--- config.mk ---
export PLATFORM = sky130hd
export DESIGN_NAME = power_down_mode_control
export DESIGN_NICKNAME = d
export VERILOG_FILES = /design/src/power_down_pkg.sv /design/src/power_down_mode_control.sv
export SDC_FILE = /design/constraint.sdc
export NUM_CORES = 1
export LEC_CHECK = 0
export ABC_AREA = 1
export BUFFER_PORTS_ARGS = -buffer_cell sky130_fd_sc_hd__buf_2
export CAP_MARGIN = 0
export CORE_MARGIN = 3
export CORE_UTILIZATION = 53
export DETAILED_ROUTE_END_ITERATION = 7
export GPL_TIMING_DRIVEN = 0
export PLACE_DENSITY_LB_ADDON = 0.3
export SKIP_LAST_GASP = 1
export SLEW_MARGIN = 15
export SYNTH_ARGS = -nofsm -noshare
export SYNTH_HDL_FRONTEND = slang
export SYNTH_SLANG_ARGS = --single-unit
--- constraint.sdc ---
create_clock -name clk -period 4.12 [get_ports clk]
set_input_delay 0.824 -clock clk [delete_from_list [all_inputs] [get_ports clk]]
set_output_delay 0.824 -clock clk [all_outputs]
set_load 0.1 [all_outputs]
--- src/power_down_pkg.sv ---
// Constants, state type and reset values for the power-down mode controller.
// Assumes one system clock; all users import the whole package.
`default_nettype none

package power_down_pkg;

	// ==========================================================
	// Module stop register layout
	localparam int STOP_REG_COUNT = 4;
	localparam int STOP_REG_WIDTH = 8;
	localparam int MODULE_COUNT = STOP_REG_COUNT * STOP_REG_WIDTH;
	// Reset value of the module stop bits, one bit per module
	localparam logic [31:0] MODULE_STOP_RESET = 32'h0000_00F0;

	// ==========================================================
	// Standby control bit encodings
	localparam logic STANDBY_SELECT_SLEEP = 1'b0;
	localparam logic STANDBY_SELECT_STANDBY = 1'b1;
	localparam logic STANDBY_DEPTH_DEEP = 1'b0;
	localparam logic STANDBY_DEPTH_SOFT = 1'b1;

	// ==========================================================
	// Timing
	localparam int SYNC_STAGES = 2;

	// ==========================================================
	// Controller states
	typedef enum logic [2:0] {
		ST_RUN,
		ST_WAIT_BUS,
		ST_SLEEP,
		ST_SOFT_STANDBY,
		ST_DEEP_STANDBY
	} power_state_e;

endpackage

`default_nettype wire

--- src/power_down_mode_control.sv ---
// Power-down mode controller: sleep, software standby, deep software standby
// and per-module standby. Assumes the CPU pulses sleepExec on the clock when its
// sleep instruction completes, and that rst_b is the power-on reset pin.
`timescale 1ns/100ps
`default_nettype none

module power_down_mode_control
	import power_down_pkg::*;
#(
	parameter int RegCount = power_down_pkg::STOP_REG_COUNT,
	parameter int RegWidth = power_down_pkg::STOP_REG_WIDTH,
	parameter logic [RegCount*RegWidth-1:0] StopReset =
		power_down_pkg::MODULE_STOP_RESET[RegCount*RegWidth-1:0]
) (
	// Clock and power-on reset pin
	input wire logic clk,
	input wire logic rst_b,
	// CPU side, same clock
	input wire logic sleepExec,
	input wire logic busIdle,
	input wire logic standbySelect,
	input wire logic standbyDepthSelect,
	// Module stop bits, one write strobe per stop register
	input wire logic [RegCount-1:0] moduleStopWe,
	input wire logic [RegWidth-1:0] moduleStopData,
	// Wake-up pins, asynchronous
	input wire logic nmiPin,
	input wire logic irqPin,
	// Power controls
	output logic clockGenHalt,
	output logic cpuHalt,
	output logic cpuRegsHeld,
	output logic memHalt,
	output logic periphHalt,
	output logic contentsUndefined,
	output logic [RegCount*RegWidth-1:0] moduleHalt,
	output logic [2:0] powerState
);
	import power_down_pkg::*;

	localparam int ModCount = RegCount * RegWidth;

	// ==========================================================
	// Reset release and pin synchronisers
	logic [SYNC_STAGES-1:0] rstPipe_reg;
	logic rstSync;
	logic [SYNC_STAGES-1:0] nmiPipe_reg;
	logic [SYNC_STAGES-1:0] irqPipe_reg;
	logic nmiSync;
	logic irqSync;

	// Release is delayed two edges so every flop leaves reset together
	always_ff @(posedge clk or negedge rst_b) begin
		if (!rst_b) begin
			rstPipe_reg <= '0;
		end else begin
			rstPipe_reg <= {rstPipe_reg[SYNC_STAGES-2:0], 1'b1};
		end
	end
	assign rstSync = rstPipe_reg[SYNC_STAGES-1];

	always_ff @(posedge clk or negedge rstSync) begin
		if (!rstSync) begin
			nmiPipe_reg <= '0;
			irqPipe_reg <= '0;
		end else begin
			nmiPipe_reg <= {nmiPipe_reg[SYNC_STAGES-2:0], nmiPin};
			irqPipe_reg <= {irqPipe_reg[SYNC_STAGES-2:0], irqPin};
		end
	end
	assign nmiSync = nmiPipe_reg[SYNC_STAGES-1];
	assign irqSync = irqPipe_reg[SYNC_STAGES-1];

	// ==========================================================
	// Mode decode
	function automatic power_state_e decodeMode(input logic sel, input logic depth);
		if (sel == STANDBY_SELECT_SLEEP) begin
			return ST_SLEEP;
		end else if (depth == STANDBY_DEPTH_SOFT) begin
			return ST_SOFT_STANDBY;
		end else begin
			return ST_DEEP_STANDBY;
		end
	endfunction

	// ==========================================================
	// Mode state machine
	power_state_e state_reg;
	power_state_e state_next;
	power_state_e pending_reg;
	power_state_e pending_next;
	logic wake;

	assign wake = nmiSync | irqSync;

	always_comb begin
		state_next = state_reg;
		pending_next = pending_reg;
		unique case (state_reg)
			ST_RUN: begin
				if (sleepExec) begin
					pending_next = decodeMode(standbySelect, standbyDepthSelect);
					state_next = ST_WAIT_BUS;
				end
			end
			ST_WAIT_BUS: begin
				if (busIdle) begin
					state_next = pending_reg;
				end
			end
			ST_SLEEP: begin
				state_next = ST_SLEEP;
			end
			ST_SOFT_STANDBY: begin
				if (wake) begin
					state_next = ST_RUN;
				end
			end
			ST_DEEP_STANDBY: begin
				state_next = ST_DEEP_STANDBY;
			end
		endcase
	end

	// ==========================================================
	// Output decode
	logic clockGenHalt_next;
	logic cpuHalt_next;
	logic cpuRegsHeld_next;
	logic memHalt_next;
	logic periphHalt_next;
	logic contentsUndefined_next;

	always_comb begin
		clockGenHalt_next = 1'b0;
		cpuHalt_next = 1'b0;
		cpuRegsHeld_next = 1'b0;
		memHalt_next = 1'b0;
		periphHalt_next = 1'b0;
		contentsUndefined_next = 1'b0;
		unique case (state_next)
			ST_RUN: begin
				cpuHalt_next = 1'b0;
			end
			ST_WAIT_BUS: begin
				// CPU has stopped issuing; clocks stay up until the bus is quiet
				cpuHalt_next = 1'b1;
				cpuRegsHeld_next = 1'b1;
			end
			ST_SLEEP: begin
				cpuHalt_next = 1'b1;
				cpuRegsHeld_next = 1'b1;
			end
			ST_SOFT_STANDBY: begin
				clockGenHalt_next = 1'b1;
				cpuHalt_next = 1'b1;
				periphHalt_next = 1'b1;
				cpuRegsHeld_next = 1'b1;
				memHalt_next = 1'b1;
			end
			ST_DEEP_STANDBY: begin
				clockGenHalt_next = 1'b1;
				cpuHalt_next = 1'b1;
				periphHalt_next = 1'b1;
				memHalt_next = 1'b1;
				contentsUndefined_next = 1'b1;
			end
		endcase
	end

	// ==========================================================
	// Module stop bits
	logic [ModCount-1:0] moduleStop_reg;
	logic [ModCount-1:0] moduleStop_next;

	always_comb begin
		moduleStop_next = moduleStop_reg;
		for (int i = 0; i < RegCount; i++) begin
			if (moduleStopWe[i]) begin
				moduleStop_next[i*RegWidth +: RegWidth] = moduleStopData;
			end
		end
	end

	// ==========================================================
	// Registers
	always_ff @(posedge clk or negedge rstSync) begin
		if (!rstSync) begin
			state_reg <= ST_RUN;
			pending_reg <= ST_SLEEP;
			moduleStop_reg <= StopReset;
			moduleHalt <= StopReset;
			clockGenHalt <= 1'b0;
			cpuHalt <= 1'b0;
			cpuRegsHeld <= 1'b0;
			memHalt <= 1'b0;
			periphHalt <= 1'b0;
			contentsUndefined <= 1'b0;
			powerState <= 3'h0;
		end else begin
			state_reg <= state_next;
			pending_reg <= pending_next;
			moduleStop_reg <= moduleStop_next;
			moduleHalt <= moduleStop_next;
			clockGenHalt <= clockGenHalt_next;
			cpuHalt <= cpuHalt_next;
			cpuRegsHeld <= cpuRegsHeld_next;
			memHalt <= memHalt_next;
			periphHalt <= periphHalt_next;
			contentsUndefined <= contentsUndefined_next;
			powerState <= 3'(state_next);
		end
	end

	for (genvar g = 0; g < RegCount; g++) begin : gStopChk

	end
endmodule // power_down_mode_control

`default_nettype wire

==> load_flow_metrics.sql <==
INSERT INTO impl_metrics (metric_group, metric, value, unit) VALUES
('status', 'run_status', 'complete, no violations', ''),
('routing', 'routed.top_layer', 'met4', ''),
('logic_synthesis', 'synth-seq-cells', '48', ''),
('cells_and_area', 'final_nets', '226', ''),
('floorplan', 'dieWidth', '65.5', 'microns'),
('floorplan', 'die-area', '0.00429', 'sq mm'),
('routing', 'wirelength', '3750', 'microns'),
('setup_path', 'crit_path_cell_trace', 'buf_2', ''),
('power_and_ir_drop', 'power_frac_comb', '49.9', '%'),
('clock_tree', 'tritoncts', 'built', ''),
('clock_tree', 'clock-sinks', '48', ''),
('grt', 'grt_antenna_before_repair', '0', ''),
('clock_tree', 'hold_buffers', '0', ''),
('routing', 'vias', '1283', ''),
('power_and_ir_drop', 'p_int', '0.000799', 'W'),
('sta', 'unrepaired_setup_endpoints_after_global_routing', 'no', ''),
('worst_hold_path', 'min_path_type', 'flip-flop to asynchronous set/reset pin', ''),
('clock_tree', 'postCtsResizedCells', '0', ''),
('logic_synthesis', 'netlist-cell-type-count', '20', ''),
('logic_synthesis', 'synth_warn', '0', ''),
('power_and_ir_drop', 'leakage', '1.16', 'nW'),
('sta', 'fin_worst_skew', '5.02', 'ps'),
('floorplan', 'num_rows', '20', ''),
('sta', 'final_critical_path_setup_slack', '1920', 'ps'),
('logic_synthesis', 'synth.yosys.seq_area_share', '64.3', '%'),
('setup_path', 'endpoint_kind', 'output pin', ''),
('logic_synthesis', 'synthesis.area_per_instance', '13.2', 'sq um'),
('routing', 'detail_route.wl_per_cell', '14.9', 'microns'),
('power_and_ir_drop', 'power_density', '734', 'mW/mm^2'),
('power_and_ir_drop', 'power.share.sequential', '36.7', '%'),
('clock_tree', 'cts_htree_levels', '2', ''),
('routing', 'wl_met3', '253', 'microns'),
('setup_path', 'critPathBufInv', '1', ''),
('sta', 'timing.fmax', '455', 'MHz'),
('routing', 'routed_via_density', '5.11', ''),
('clock_tree', 'postCtsSetupBuffers', '0', ''),
('setup_path', 'path_depth', '1', ''),
('sta', 'report.final.hold_viol_count', '0', ''),
('sta', 'final.period_utilization', '53.3', '%'),
('setup_path', 'critPathRequiredTime', '3300', 'ps'),
('floorplan', 'floorplan.die.height', '65.5', 'microns'),
('grt', 'total_global_routing_overflow', '0', ''),
('setup_path', 'worst_endpoint_data_arrival_time', '1370', 'ps'),
('clock_tree', 'clkLatencyLatePin', '350', 'ps'),
('clock_tree', 'cts_inserted_buffers', '5', ''),
('routing', 'firstDrtPassIters', '4', ''),
('job', 'number_of_maximum_capacitance_constraint_violations', '0', ''),
('cells_and_area', 'max_ffs_per_register', '32', ''),
('routing', 'drt_drc_violations_left', '0', ''),
('cells_and_area', 'filler_cell_count', '243', ''),
('logic_synthesis', 'mappedNetlistArea', '0.00188', 'sq mm'),
('placed_design', 'routabilityCongestion', '0.840', ''),
('floorplan', 'core_area', '0.00320', 'sq mm'),
('logic_synthesis', 'synth-main-ff-cell', 'sky130_fd_sc_hd__dfrtp_1', ''),
('power_and_ir_drop', 'power_switching_share', '52.6', '%'),
('logic_synthesis', 'synth.largest_area_cell', 'sky130_fd_sc_hd__dfrtp_1', ''),
('clock_tree', 'worst_setup_hold_path_clk_slew', '130', 'ps'),
('sta', 'whs', '191', 'ps'),
('power_and_ir_drop', 'switching_power', '0.000888', 'W'),
('logic_synthesis', 'yosysMostFrequentCell', 'sky130_fd_sc_hd__dfrtp_1', ''),
('setup_path', 'cp-start-kind', 'flip-flop', ''),
('placed_design', 'hpwlAfterDp', '2900', 'microns'),
('grt', 'largest_net_degree_at_the_start_of_global_routing', '31', ''),
('cells_and_area', 'antenna-diode-count', '0', ''),
('routing', 'met1Wirelength', '1380', 'microns'),
('sta', 'fin_tns_setup', '0', 'ps'),
('floorplan', 'floorplan.initialDensity', '58.6', '%'),
('setup_path', 'critPathKind', 'flip-flop to output pin', ''),
('sta', 'finalSetupViolations', '0', ''),
('sta', 'min_period', '2200', 'ps'),
('cells_and_area', 'areaGrowthSynthToFinish', '22.5', '%');
[cell usage in the layout (no fill, tap or decap), types with 5 or more instances in the layout]
| master | count |
|---|---|
| sky130_fd_sc_hd__inv_1 | 8 |
| sky130_fd_sc_hd__dfrtp_1 | 42 |
| sky130_fd_sc_hd__clkbuf_4 | 5 |
| sky130_fd_sc_hd__dfstp_2 | 5 |
| sky130_fd_sc_hd__nand2_1 | 13 |
| sky130_fd_sc_hd__mux2_2 | 32 |
| sky130_fd_sc_hd__buf_2 | 60 |
| sky130_fd_sc_hd__nor2_2 | 6 |
| sky130_fd_sc_hd__nand3_1 | 9 |
[final timing paths]
check,slack [ps],to,from
max in group asynchronous,3380,moduleStop_reg[4],rstPipe_reg[1]
worst min-delay path,190,state_reg[1],rstPipe_reg[1]
worst min register to register,190,state_reg[1],rstPipe_reg[1]
worst max register to register,2760,cpuHalt,state_reg[0]
worst max-delay path,1920,powerState[0],state_reg[0]
min in group clk,360,irqPipe_reg[1],irqPipe_reg[0]
[kinds of logic after synthesis]
family | Yosys count | share of synthesized area (%)
AND/OR/NAND/NOR | 38 | 10.3
other | 1 | 0.200
buffers and inverters | 18 | 4.27
multiplexers | 32 | 19.2
flip-flops | 48 | 64.3
AO/OA/AOI/OAI | 5 | 1.67
[per-layer routing]
metal,global-route usage (%),up-vias
met5,0,-
met1,20.3,619
met2,33.0,57
met3,4.44,13
li1,-,594
met4,10.6,0
[layout make-up]
| type | count | area [sq um] | area share, % |
|---|---|---|---|
| clock inverter | 2 | 13.8 | 0.599 |
| buffer | 6 | 35.0 | 1.52 |
| multi-input combinational | 76 | 589 | 25.6 |
| clock buffer | 6 | 51.3 | 2.23 |
| sequential | 48 | 1210 | 52.6 |
| tap | 44 | 55.1 | 2.40 |
| timing repair buffer | 57 | 300 | 13.1 |
| inverter | 12 | 45.0 | 1.96 |
[through the flow]
stage               std cells  total power [W]  area, sq um
floorplan                 142          0.00133         1880
global placement          242          0.00144         2210
detailed placement        243          0.00147         2230
CTS                       251          0.00170         2300
global route              251          0.00177         2300
finish                    251          0.00169         2300
[power by group through the flow]
stage          Combinational, W  Sequential (W)  Clock [W]
4_1_cts                0.000844        0.000619   0.000233
2_1_floorplan          0.000257         0.00107          0
3_5_place_dp           0.000839        0.000628          0
3_3_place_gp           0.000813        0.000624          0
6_report               0.000842        0.000619   0.000226
5_1_grt                0.000878        0.000630   0.000256
Note: power is estimated with default switching activity, not from simulation.
